[src/hw/fga_defs.svh]
// constants for the fast gate-a20 and soft reset block
// included by the package user files; definitions only
`ifndef FGA_DEFS_SVH
`define FGA_DEFS_SVH

// keyboard controller and system control i/o ports
`define FGA_PORT_DATA 16'h0060
`define FGA_PORT_CMD 16'h0064
`define FGA_PORT_SCP 16'h0092

// keyboard controller commands
`define FGA_CMD_GATE 8'hd1
`define FGA_CMD_STAT 8'hd0
`define FGA_CMD_RST 8'hfe

// config register indices; byte address is index times four
`define FGA_IDX_FLC 8'h79
`define FGA_IDX_SHD 8'h9f
`define FGA_IDX_FC2 8'ha1
`define FGA_ADR_FLC {`FGA_IDX_FLC, 2'b00}
`define FGA_ADR_SHD {`FGA_IDX_SHD, 2'b00}
`define FGA_ADR_FC2 {`FGA_IDX_FC2, 2'b00}

// field positions
`define FGA_FLC_MODE_LO 0
`define FGA_FC2_GATE 7
`define FGA_SCP_GATE 1
`define FGA_SCP_RST 0

// reset values
`define FGA_RST_FLC 2'h0
`define FGA_RST_SHD 8'h00
`define FGA_RST_SCP 2'h0

// timing: keyboard-path reset pulse length
`define FGA_CLK_NS 20
`define FGA_KRST_NS 320
`define FGA_KRST_CYC ((`FGA_KRST_NS + `FGA_CLK_NS - 1) / `FGA_CLK_NS)

`endif

[src/hw/fga_pkg.sv]
// types for the fast gate-a20 and soft reset block
// no dependencies
package fga_pkg;
  // gray-coded snoop sequence states
  typedef enum logic [1:0] {
    FGA_ST_IDLE = 2'b00,
    FGA_ST_GATE = 2'b01,
    FGA_ST_STAT = 2'b11
  } fga_state_t;

  // inhibit level of the fast logic
  typedef enum logic [1:0] {
    FGA_MODE_FULL = 2'b00,
    FGA_MODE_PASS_CS = 2'b01,
    FGA_MODE_NO_SNOOP = 2'b10,
    FGA_MODE_KBC_RST = 2'b11
  } fga_mode_t;
endpackage : fga_pkg

[src/hw/fga_top.sv]
// fast gate-a20 and soft cpu reset logic snooping keyboard port writes
// assumes a one-cycle i/o strobe on clk; smm and check pin are async
//
// How it works
// - d1h to 064h then 02h to 060h sets keyboard gate at once.
// - in full mode outside smm, keyboard chip select is held off for both writes.
// - write strobe and data still go out on both data buses.
// - system_control_port holds gate bit 1 and reset bit 0, rest ignored.
// - mode 01 passes chip select but keeps snooping for mask and reset.
// - mode 10 stops snooping; 060h and 064h writes no longer drive mask and reset.
// - mode 11 adds check pin as keyboard reset input, ored into reset.
// - every write to 064h is copied into a readable shadow register.
// - mask output forced high in smm, restored on leaving smm.
// - i/o writes to both gate controls are blocked during smm; the readback toggle is not.
// - system_control_port reads answer at any time, smm included.
// - in smm the keyboard gate is not returned on 060h reads.
// - readback bit shows last keyboard-port gate setting always.
// - writing 1 to the readback bit flips the gate; 0 does nothing.
// - mask inactive high when either gate bit is 1, active when both 0 outside smm.
// - after d0h to 064h, 060h read returns gate and reset in bits 1:0.
//
// Decided for this implementation: the Wishbone slave port.
`timescale 1ns/1ps
`include "fga_defs.svh"

module fga_top #(
  parameter int KRST_CYC = `FGA_KRST_CYC
) (
  // clock and reset
  input wire logic clk,
  input wire logic nrst,
  // host i/o bus snoop
  input wire logic [15:0] io_addr,
  input wire logic io_wr,
  input wire logic io_rd,
  input wire logic [7:0] io_wdata,
  output logic [7:0] io_rdata,
  output logic io_rdata_oe,
  // forwarded write cycle
  output logic fwd_io_wr,
  output logic [7:0] system_data_bus,
  output logic [7:0] peripheral_data_bus,
  // keyboard controller and cpu pins
  output logic kbd_ctrl_chip_select_n,
  output logic addr_bit20_mask_out_n,
  output logic soft_cpu_reset_out,
  output logic isa_nmi_check_n,
  input wire logic system_mgmt_mode,
  input wire logic isa_channel_check_in_n,
  // wishbone config slave
  input wire logic wb_cyc_i,
  input wire logic wb_stb_i,
  input wire logic wb_we_i,
  input wire logic [9:0] wb_adr_i,
  input wire logic [3:0] wb_sel_i,
  input wire logic [31:0] wb_dat_i,
  output logic [31:0] wb_dat_o,
  output logic wb_ack_o
);
  localparam int KRW = $clog2(KRST_CYC + 1);

  fga_pkg::fga_state_t st_q;
  fga_pkg::fga_mode_t fast_mode;
  logic gate_toggle;
  logic [1:0] sync1_q;
  logic [1:0] sync2_q;
  logic smm_s;
  logic chk_n_s;
  logic [7:0] shadow_q;
  logic gate_kbd_q;
  logic [1:0] scp_q;
  logic [KRW-1:0] krst_cnt_q;
  logic snoop_en;
  logic wr_cmd;
  logic wr_data;
  logic wr_scp;
  logic rd_data;
  logic rd_scp;
  logic kbd_acc;
  logic fast_wr;
  logic kbd_rst_in;

  // two-flop synchronisers for the asynchronous pins
  for (genvar i = 0; i < 2; i++) begin : g_sync
    always_ff @(posedge clk or negedge nrst) begin
      if (!nrst) begin
        sync1_q[i] <= (i == 1) ? 1'b1 : 1'b0;
        sync2_q[i] <= (i == 1) ? 1'b1 : 1'b0;
      end else begin
        sync1_q[i] <= (i == 1) ? isa_channel_check_in_n : system_mgmt_mode;
        sync2_q[i] <= sync1_q[i];
      end
    end
  end
  assign smm_s = sync2_q[0];
  assign chk_n_s = sync2_q[1];

  assign snoop_en = !fast_mode[1];
  assign wr_cmd = io_wr && io_addr == `FGA_PORT_CMD;
  assign wr_data = io_wr && io_addr == `FGA_PORT_DATA;
  assign wr_scp = io_wr && io_addr == `FGA_PORT_SCP && !smm_s;
  assign rd_data = io_rd && io_addr == `FGA_PORT_DATA;
  assign rd_scp = io_rd && io_addr == `FGA_PORT_SCP;
  assign kbd_acc = (io_wr || io_rd) &&
                   (io_addr == `FGA_PORT_CMD || io_addr == `FGA_PORT_DATA);
  assign fast_wr = wr_data && st_q == fga_pkg::FGA_ST_GATE && snoop_en &&
                   !smm_s;
  assign kbd_rst_in = fast_mode == fga_pkg::FGA_MODE_KBC_RST && !chk_n_s;

  fga_wb_regs u_regs (
    .clk(clk),
    .nrst(nrst),
    .wb_cyc_i(wb_cyc_i),
    .wb_stb_i(wb_stb_i),
    .wb_we_i(wb_we_i),
    .wb_adr_i(wb_adr_i),
    .wb_sel_i(wb_sel_i),
    .wb_dat_i(wb_dat_i),
    .wb_dat_o(wb_dat_o),
    .wb_ack_o(wb_ack_o),
    .shadow(shadow_q),
    .gate_kbd(gate_kbd_q),
    .fast_mode(fast_mode),
    .gate_toggle(gate_toggle)
  );

  // shadow of every command port write
  always_ff @(posedge clk or negedge nrst) begin
    if (!nrst) begin
      shadow_q <= `FGA_RST_SHD;
    end else if (wr_cmd) begin
      shadow_q <= io_wdata;
    end
  end

  // command sequence tracker
  always_ff @(posedge clk or negedge nrst) begin
    if (!nrst) begin
      st_q <= fga_pkg::FGA_ST_IDLE;
    end else if (wr_cmd) begin
      if (io_wdata == `FGA_CMD_GATE) begin
        st_q <= fga_pkg::FGA_ST_GATE;
      end else if (io_wdata == `FGA_CMD_STAT) begin
        st_q <= fga_pkg::FGA_ST_STAT;
      end else begin
        st_q <= fga_pkg::FGA_ST_IDLE;
      end
    end else if (wr_data || (rd_data && !smm_s)) begin
      st_q <= fga_pkg::FGA_ST_IDLE;
    end
  end

  // keyboard-port gate; a data write beats a toggle in the same cycle
  always_ff @(posedge clk or negedge nrst) begin
    if (!nrst) begin
      gate_kbd_q <= 1'b0;
    end else if (fast_wr) begin
      gate_kbd_q <= io_wdata[1];
    end else if (gate_toggle) begin
      gate_kbd_q <= !gate_kbd_q;
    end
  end

  // system control port
  always_ff @(posedge clk or negedge nrst) begin
    if (!nrst) begin
      scp_q <= `FGA_RST_SCP;
    end else if (wr_scp) begin
      scp_q <= io_wdata[1:0];
    end
  end

  // reset pulse from the keyboard reset command
  always_ff @(posedge clk or negedge nrst) begin
    if (!nrst) begin
      krst_cnt_q <= '0;
    end else if (wr_cmd && io_wdata == `FGA_CMD_RST && snoop_en &&
                 !smm_s) begin
      krst_cnt_q <= KRW'(KRST_CYC);
    end else if (krst_cnt_q != '0) begin
      krst_cnt_q <= krst_cnt_q - KRW'(1);
    end
  end

  // cpu pins
  always_ff @(posedge clk or negedge nrst) begin
    if (!nrst) begin
      addr_bit20_mask_out_n <= 1'b0;
      soft_cpu_reset_out <= 1'b0;
      isa_nmi_check_n <= 1'b1;
    end else begin
      addr_bit20_mask_out_n <= smm_s || gate_kbd_q ||
                               scp_q[`FGA_SCP_GATE];
      soft_cpu_reset_out <= scp_q[`FGA_SCP_RST] || krst_cnt_q != '0 ||
                            kbd_rst_in;
      isa_nmi_check_n <= (fast_mode == fga_pkg::FGA_MODE_KBC_RST) ||
                         chk_n_s;
    end
  end

  // keyboard chip select, held off for intercepted cycles in full mode
  always_ff @(posedge clk or negedge nrst) begin
    if (!nrst) begin
      kbd_ctrl_chip_select_n <= 1'b1;
    end else if (kbd_acc) begin
      if (fast_mode == fga_pkg::FGA_MODE_FULL &&
          ((wr_cmd && io_wdata == `FGA_CMD_GATE) || fast_wr ||
           (rd_data && st_q == fga_pkg::FGA_ST_STAT && !smm_s))) begin
        kbd_ctrl_chip_select_n <= 1'b1;
      end else begin
        kbd_ctrl_chip_select_n <= 1'b0;
      end
    end else begin
      kbd_ctrl_chip_select_n <= 1'b1;
    end
  end

  // write cycle always forwarded to both data buses
  always_ff @(posedge clk or negedge nrst) begin
    if (!nrst) begin
      fwd_io_wr <= 1'b0;
      system_data_bus <= 8'h00;
      peripheral_data_bus <= 8'h00;
    end else begin
      fwd_io_wr <= io_wr;
      if (io_wr) begin
        system_data_bus <= io_wdata;
        peripheral_data_bus <= io_wdata;
      end
    end
  end

  // read answers from the block
  always_ff @(posedge clk or negedge nrst) begin
    if (!nrst) begin
      io_rdata <= 8'h00;
      io_rdata_oe <= 1'b0;
    end else if (rd_scp) begin
      io_rdata <= {6'h00, scp_q};
      io_rdata_oe <= 1'b1;
    end else if (rd_data && st_q == fga_pkg::FGA_ST_STAT && !smm_s) begin
      io_rdata <= {6'h00, gate_kbd_q, soft_cpu_reset_out};
      io_rdata_oe <= 1'b1;
    end else begin
      io_rdata <= 8'h00;
      io_rdata_oe <= 1'b0;
    end
  end

  AST_FAST_GATE: assert property (@(posedge clk) disable iff (!nrst)
    fast_wr && io_wdata[1] && !gate_toggle |-> ##2 addr_bit20_mask_out_n)
    else $error("fast gate write did not lift the mask");
  AST_CS_HOLD: assert property (@(posedge clk) disable iff (!nrst)
    fast_mode == fga_pkg::FGA_MODE_FULL && wr_cmd &&
    io_wdata == `FGA_CMD_GATE |=> kbd_ctrl_chip_select_n)
    else $error("chip select not held off on gate command");
  AST_FWD: assert property (@(posedge clk) disable iff (!nrst)
    io_wr |=> fwd_io_wr && system_data_bus == $past(io_wdata) &&
    peripheral_data_bus == $past(io_wdata))
    else $error("write cycle not forwarded");
  AST_SCP_WR: assert property (@(posedge clk) disable iff (!nrst)
    wr_scp |=> scp_q == $past(io_wdata[1:0]))
    else $error("system control port write lost");
  AST_CS_PASS: assert property (@(posedge clk) disable iff (!nrst)
    fast_mode != fga_pkg::FGA_MODE_FULL && kbd_acc
    |=> !kbd_ctrl_chip_select_n)
    else $error("chip select not passed");
  AST_NO_SNOOP: assert property (@(posedge clk) disable iff (!nrst)
    fast_mode[1] && wr_data && !gate_toggle |=> $stable(gate_kbd_q))
    else $error("snoop active while disabled");
  AST_KRST: assert property (@(posedge clk) disable iff (!nrst)
    kbd_rst_in |=> soft_cpu_reset_out)
    else $error("keyboard reset input not passed to reset");
  AST_SMM_MASK: assert property (@(posedge clk) disable iff (!nrst)
    smm_s |=> addr_bit20_mask_out_n)
    else $error("mask not forced high in smm");
  AST_SMM_BLOCK: assert property (@(posedge clk) disable iff (!nrst)
    smm_s && io_wr |=> $stable(scp_q) && (gate_toggle ||
    $past(gate_toggle) || $stable(gate_kbd_q)))
    else $error("gate control written in smm");
  AST_SCP_RD: assert property (@(posedge clk) disable iff (!nrst)
    rd_scp |=> io_rdata_oe && io_rdata == {6'h00, $past(scp_q)})
    else $error("system control port read failed");
  AST_SMM_RD: assert property (@(posedge clk) disable iff (!nrst)
    smm_s && rd_data && !rd_scp |=> !io_rdata_oe)
    else $error("keyboard gate returned in smm");
  AST_TOGGLE: assert property (@(posedge clk) disable iff (!nrst)
    gate_toggle && !fast_wr |=> gate_kbd_q != $past(gate_kbd_q))
    else $error("readback toggle had no effect");
  AST_CANCEL: assert property (@(posedge clk) disable iff (!nrst)
    wr_cmd && io_wdata != `FGA_CMD_GATE |=> st_q != fga_pkg::FGA_ST_GATE)
    else $error("sequence not cancelled");

  // pin and register checks
  AST_SHADOW: assert property (@(posedge clk) disable iff (!nrst)
    wr_cmd |=> shadow_q == $past(io_wdata))
    else $error("command write not shadowed");
  AST_MASK_LOW: assert property (@(posedge clk) disable iff (!nrst)
    !smm_s && !gate_kbd_q && !scp_q[`FGA_SCP_GATE]
    |=> !addr_bit20_mask_out_n)
    else $error("mask not active with both gate bits clear");
  AST_MASK_HIGH: assert property (@(posedge clk) disable iff (!nrst)
    gate_kbd_q || scp_q[`FGA_SCP_GATE] |=> addr_bit20_mask_out_n)
    else $error("mask active with a gate bit set");
  AST_RST_SCP: assert property (@(posedge clk) disable iff (!nrst)
    scp_q[`FGA_SCP_RST] |=> soft_cpu_reset_out)
    else $error("control port reset bit not driving reset");
  AST_FAST_RST: assert property (@(posedge clk) disable iff (!nrst)
    wr_cmd && io_wdata == `FGA_CMD_RST && snoop_en && !smm_s
    |-> ##2 soft_cpu_reset_out)
    else $error("keyboard reset command gave no reset pulse");
  AST_NO_KRST: assert property (@(posedge clk) disable iff (!nrst)
    fast_mode[1] && krst_cnt_q == '0 |=> krst_cnt_q == '0)
    else $error("keyboard reset command honoured while not snooping");
  AST_NMI: assert property (@(posedge clk) disable iff (!nrst)
    fast_mode == fga_pkg::FGA_MODE_KBC_RST |=> isa_nmi_check_n)
    else $error("check pin still raises nmi in keyboard reset mode");
  AST_STATUS: assert property (@(posedge clk) disable iff (!nrst)
    rd_data && st_q == fga_pkg::FGA_ST_STAT && !smm_s
    |=> io_rdata_oe && io_rdata[1] == $past(gate_kbd_q))
    else $error("status read did not return the gate bit");
  AST_RDBACK: assert property (@(posedge clk) disable iff (!nrst)
    wb_cyc_i && wb_stb_i && wb_ack_o && !wb_we_i &&
    wb_adr_i == `FGA_ADR_FC2
    |-> wb_dat_o[`FGA_FC2_GATE] == $past(gate_kbd_q))
    else $error("readback bit differs from keyboard gate");
  AST_CS_DATA: assert property (@(posedge clk) disable iff (!nrst)
    fast_mode == fga_pkg::FGA_MODE_FULL && fast_wr
    |=> kbd_ctrl_chip_select_n)
    else $error("chip select not held off on fast data write");
  AST_SEQ_END: assert property (@(posedge clk) disable iff (!nrst)
    wr_data |=> st_q == fga_pkg::FGA_ST_IDLE)
    else $error("sequence still pending after data write");
  AST_FWD_OFF: assert property (@(posedge clk) disable iff (!nrst)
    !io_wr |=> !fwd_io_wr)
    else $error("write strobe forwarded without a write");

  COV_FAST: cover property (@(posedge clk) disable iff (!nrst)
    wr_cmd && io_wdata == `FGA_CMD_GATE ##[1:20] fast_wr);
  COV_SMM: cover property (@(posedge clk) disable iff (!nrst)
    smm_s && gate_toggle);
  COV_KRST: cover property (@(posedge clk) disable iff (!nrst)
    kbd_rst_in);
  COV_STAT: cover property (@(posedge clk) disable iff (!nrst)
    rd_data && st_q == fga_pkg::FGA_ST_STAT && !smm_s);
  COV_FAST_RST: cover property (@(posedge clk) disable iff (!nrst)
    krst_cnt_q == KRW'(KRST_CYC));
endmodule : fga_top

[src/hw/fga_wb_regs.sv]
// classic wishbone slave holding the chipset config registers
// assumes a single-clock master; one aligned 32-bit word per register
`timescale 1ns/1ps
`include "fga_defs.svh"

module fga_wb_regs (
  // clock and reset
  input wire logic clk,
  input wire logic nrst,
  // wishbone slave
  input wire logic wb_cyc_i,
  input wire logic wb_stb_i,
  input wire logic wb_we_i,
  input wire logic [9:0] wb_adr_i,
  input wire logic [3:0] wb_sel_i,
  input wire logic [31:0] wb_dat_i,
  output logic [31:0] wb_dat_o,
  output logic wb_ack_o,
  // block state
  input wire logic [7:0] shadow,
  input wire logic gate_kbd,
  output fga_pkg::fga_mode_t fast_mode,
  output logic gate_toggle
);
  logic req;
  logic wr_lane0;
  logic [1:0] mode_q;

  assign req = wb_cyc_i && wb_stb_i && !wb_ack_o;
  assign wr_lane0 = req && wb_we_i && wb_sel_i[0];
  assign fast_mode = fga_pkg::fga_mode_t'(mode_q);

  always_ff @(posedge clk or negedge nrst) begin
    if (!nrst) begin
      wb_ack_o <= 1'b0;
    end else begin
      wb_ack_o <= req;
    end
  end

  always_ff @(posedge clk or negedge nrst) begin
    if (!nrst) begin
      mode_q <= `FGA_RST_FLC;
    end else if (wr_lane0 && wb_adr_i == `FGA_ADR_FLC) begin
      mode_q <= wb_dat_i[`FGA_FLC_MODE_LO +: 2];
    end
  end

  // write of 1 to the readback bit flips the keyboard gate
  always_ff @(posedge clk or negedge nrst) begin
    if (!nrst) begin
      gate_toggle <= 1'b0;
    end else begin
      gate_toggle <= wr_lane0 && wb_adr_i == `FGA_ADR_FC2 &&
                     wb_dat_i[`FGA_FC2_GATE];
    end
  end

  // unmapped addresses answer with zero
  always_ff @(posedge clk or negedge nrst) begin
    if (!nrst) begin
      wb_dat_o <= 32'h0;
    end else if (req && !wb_we_i) begin
      if (wb_adr_i == `FGA_ADR_FLC) begin
        wb_dat_o <= {30'h0, mode_q};
      end else if (wb_adr_i == `FGA_ADR_SHD) begin
        wb_dat_o <= {24'h0, shadow};
      end else if (wb_adr_i == `FGA_ADR_FC2) begin
        wb_dat_o <= {24'h0, gate_kbd, 7'h0};
      end else begin
        wb_dat_o <= 32'h0;
      end
    end
  end
endmodule : fga_wb_regs

[config.mk]
export PLATFORM = sky130hd
export DESIGN_NAME = fga_top
export DESIGN_NICKNAME = d
export VERILOG_FILES = /design/src/hw/fga_pkg.sv /design/src/hw/fga_top.sv /design/src/hw/fga_wb_regs.sv
export VERILOG_INCLUDE_DIRS = /design/src /design/src/hw
export SDC_FILE = /design/constraint.sdc
export NUM_CORES = 1
export LEC_CHECK = 0
export ABC_CLOCK_PERIOD_IN_PS = 4600
export BUFFER_PORTS_ARGS = -buffer_cell sky130_fd_sc_hd__buf_2
export CELL_PAD_IN_SITES_DETAIL_PLACEMENT = 0
export CELL_PAD_IN_SITES_GLOBAL_PLACEMENT = 1
export CORE_MARGIN = 4
export CORE_UTILIZATION = 25
export CTS_CLUSTER_DIAMETER = 120
export DETAILED_ROUTE_END_ITERATION = 6
export PLACE_DENSITY_LB_ADDON = 0.1
export SYNTH_ARGS = -nofsm -noshare
export SYNTH_HDL_FRONTEND = slang
export SYNTH_HIERARCHICAL = 1
export SYNTH_SLANG_ARGS = --single-unit
[constraint.sdc]
create_clock -name clk -period 4.6 [get_ports clk]
set_input_delay 0.46 -clock clk [delete_from_list [all_inputs] [get_ports clk]]
set_output_delay 0.46 -clock clk [all_outputs]
set_load 0.005 [all_outputs]
==> flow_summary_export.csv <==
group,metric,value,unit
floorplanning,coreArea,10300,um2
global_route,grt_max_degree,51,
detailed_routing,vias,1787,
pwr,intPower,0.601,mW
detailed_routing,drt_iter0_drc,42,
floorplanning,fp.dieH,110,um
clock_tree,clkSinkCount,50,
clock_tree,root_buffer,"clkbuf_8",
yosys,synthCells,219,
pwr,peakVddDrop,113,uV
floorplanning,io_pins,142,
sta,timing.setup.tns,0,ns
detailed_routing,drc,0,
sta,slew_violations,0,
clock_tree,post_cts_resized,0,
yosys,synthArstFlopShare,100,%
placement,dp_hpwl,4610,um
critical_path,path_max_fanout,8,
detailed_routing,finalWirelength,6060,um
sta,hold_viol_final,0,
clock_tree,clk_latency,0.31,ns
clock_tree,postCtsSetupBuffers,0,
pwr,netSwitchingFraction,26.9,%
worst_hold_path,holdPathStages,1,
critical_path,end_kind,"flop",
pwr,clkPwrFrac,33.6,%
detailed_routing,via_per_inst,4.15,
critical_path,worstPathArrival,1.99,ns
yosys,synth-main-ff-cell,"dfrtp_1",
yosys,synth-seq-cells,50,
pwr,comb_power_share,10.8,%
sta,rsz0062_at_grt,"no",
sta,worst_pin_slew,0.659,ns
worst_hold_path,whs_endpoint,"sync1_q[1]$_DFF_PN1_",
placement,portBuffers,79,
yosys,synth-seq-area-share,47.9,%
yosys,syn_area,2630,um2
clock_tree,numCtsBuffers,5,
run_status,outcome,"complete, no violations",
critical_path,cp_num_buf_inv,0,
sta,min_period,1.82,ns
critical_path,r2r-start,"u_regs/fast_mode[1]$_DFFE_PN0P_",
critical_path,worst_path_max_delay_cell,"or4_1",
cells_and_area,fill_cells,1098,
sta,fin_ws,2.78,ns
clock_tree,cts_tree,"done",
sta,clock.fmax,550,MHz
yosys,syn_avg_cell_area,12.0,um2
pwr,power_density,265,nW/um2
yosys,synth_enable_flop_cells,0,
run,max-cap-violations,0,
floorplanning,row_count,37,
critical_path,cp.required,4.77,ns
global_route,grt_pass1_vias,1827,
clock_tree,clk_pin_slew,0.11,ns
global_route,antenna_found_initial,0,
critical_path,cp_slowest_stage_delay,0.54,ns
cells_and_area,seqCellArea,1260,um2
placement,gp_congestion,0.702,
clock_tree,clockBufferDepth,2,
placement,pre_cts_ws,2.55,ns
yosys,ys_warn_count,6,
cells_and_area,nets,375,
detailed_routing,ant_nets,0,
critical_path,rrSetupSlack,2.78,ns
global_route,grt_pass1_wl,9750,um
worst_hold_path,hp-class,"input pin to flop",
critical_path,r2r_cells,4,
sta,setup_viol,0,
clock_tree,postCtsHoldBufs,0,
clock_tree,htreeDepth,2,
detailed_routing,firstDrtPassIters,4,
sta,fin_worst_skew,0.00782,ns
critical_path,crit_type,"flop to flop",
yosys,yosysUniqueCellTypes,57,
floorplanning,die_w,110,um
critical_path,timing.rr.end,"krst_cnt_q[2]$_DFFE_PN0P_",
cells_and_area,synthToLayoutAreaGrowth,18.2,%
pwr,pwr-share-seq,55.6,%
pwr,leakagePower,1.58,nW
critical_path,cp-start-kind,"flop",
global_route,globalRoute.totalOverflow,0,
cells_and_area,multiInputGateArea,1150,um2
sta,timing.final.crit_share,39.5,%
cells_and_area,drive_gt1_share,45.1,%
pwr,p_sw,0.221,mW
critical_path,crit_family,"simple AND/OR/NAND/NOR gates",
floorplanning,start_util,25.5,%
detailed_routing,detail_route.wl_per_cell,14.1,um
floorplanning,die_area,12200,um2
critical_path,crit_chain,"or2_0 > or4_1 > nor3_4 > nor3_1",
sta,max-slew-margin-rel,56.1,%
cells_and_area,n_antenna_cell,0,
worst_hold_path,min_from,"isa_channel_check_in_n",
global_route,grtUsageTotal,9.88,%
## worst max path at each step
stage,from,endpoint,slack (ns),cells past startpoint
4_1_cts,u_regs/fast_mode[1]$_DFFE_PN0P_,krst_cnt_q[2]$_DFFE_PN0P_,2.75,4
3_5_place_dp,io_addr[4],shadow_q[0]$_DFFE_PN0P_,2.55,5
3_3_place_gp,io_addr[4],gate_kbd_q$_DFFE_PN0P_,2.49,5
6_report,u_regs/fast_mode[1]$_DFFE_PN0P_,krst_cnt_q[2]$_DFFE_PN0P_,2.78,4
5_1_grt,u_regs/fast_mode[1]$_DFFE_PN0P_,krst_cnt_q[4]$_DFFE_PN0P_,2.67,4
2_1_floorplan,io_addr[14],gate_kbd_q$_DFFE_PN0P_,2.88,4
## layer usage
| metal | track usage (%) | vias to the layer above | wire length (um) |
|---|---|---|---|
| li1 | - | 863 | - |
| met1 | 13.1 | 862 | 2750 |
| met2 | 15.9 | 60 | 2860 |
| met3 | 2.96 | 2 | 425 |
| met4 | 2.22 | 0 | 29 |
| met5 | 0 | - | 0 |
## cell usage in the layout, fill, tap and decap left out, types with 2 or more instances in the layout
| cell type | synthesis | layout |
|---|---|---|
| a21o_1 | 2 | 2 |
| a21oi_1 | 3 | 3 |
| a22o_1 | 9 | 9 |
| and3_4 | 2 | 2 |
| buf_2 | 1 | 79 |
| clkbuf_8 | 0 | 5 |
| conb_1 | 2 | 30 |
| dfrtp_1 | 46 | 46 |
| dfstp_2 | 4 | 4 |
| ha_1 | 2 | 2 |
| inv_1 | 7 | 7 |
| mux2_2 | 18 | 18 |
| mux2_4 | 2 | 2 |
| nand2_1 | 10 | 10 |
| nand2b_1 | 3 | 3 |
| nand3_1 | 3 | 3 |
| nand4_1 | 2 | 2 |
| nand4_2 | 2 | 2 |
| nor2_1 | 11 | 11 |
| nor3_1 | 5 | 5 |
| nor3_4 | 2 | 2 |
| nor3b_1 | 2 | 2 |
| nor4_2 | 2 | 2 |
| nor4_4 | 2 | 2 |
| nor4b_1 | 2 | 2 |
| o21ai_0 | 3 | 3 |
| or3_1 | 2 | 2 |
| or4_1 | 2 | 2 |
| xnor2_1 | 2 | 2 |
## metrics by stage
stage | cell area (um2) | hold WS (ns) | power, mW | instances | utilization (%)
final | 3100 | 0.245 | 0.822 | 431 | 30.2
after global routing | 3100 | 0.225 | 0.863 | 431 | 30.2
after CTS | 3100 | 0.231 | 0.839 | 431 | 30.2
after detailed placement | 3010 | 0.336 | 0.557 | 423 | 29.3
after global placement | 3010 | 0.335 | 0.557 | 423 | 29.3
after floorplan | 2730 | 0.164 | 0.524 | 247 | -
## flip-flops by register name, indices dropped and copies added (netlist names), 2 cells and up
register,cells
io_rdata,2
shadow_q,8
u_regs/fast_mode,2
system_data_bus,8
scp_q,2
st_q,2
sync1_q,2
u_regs/wb_dat_o,8
krst_cnt_q,5
## power by group through the flow
stage	sequential (mW)	clock [mW]	combinational (mW)
floorplan	0.467	0	0.0578
finish	0.458	0.276	0.0887
global placement	0.466	0	0.0909
CTS	0.458	0.290	0.0908
global route	0.460	0.303	0.0995
detailed placement	0.467	0	0.0905
## area by class of cell
cell class	count	share of cell area, %
clock buffers	5	2.22
clock inverters	3	0.806
inverters	7	0.847
multi-input cells	150	37.2
flip-flops and latches	50	40.5
well taps	136	5.48
repair buffers	80	13.0
## synthesized netlist by cell type, drive strengths merged (3+ instances only)
master	number	area (um2)
nor2	12	52.6
o21ai	4	20.0
nand3	4	25.0
buf	39	290
nor4b	3	32.5
nand2b	3	18.8
a21oi	3	15.0
mux2	21	244
nand2	11	48.8
inv	7	26.3
nor3	7	57.6
a22o	9	78.8
nand4	4	37.5
nor4	5	73.8
dfrtp	46	1150
nor3b	4	46.3
dfstp	4	105
## cell families after synthesis
logic type	share of synthesized area (%)
compound gates	6.91
xor+xnor	1.00
fa+ha+maj	0.953
buf+inv	12.2
flops	47.9
mux	9.29
other cells	0.286
simple gates	21.5
Power figures use the tool's default switching activity.
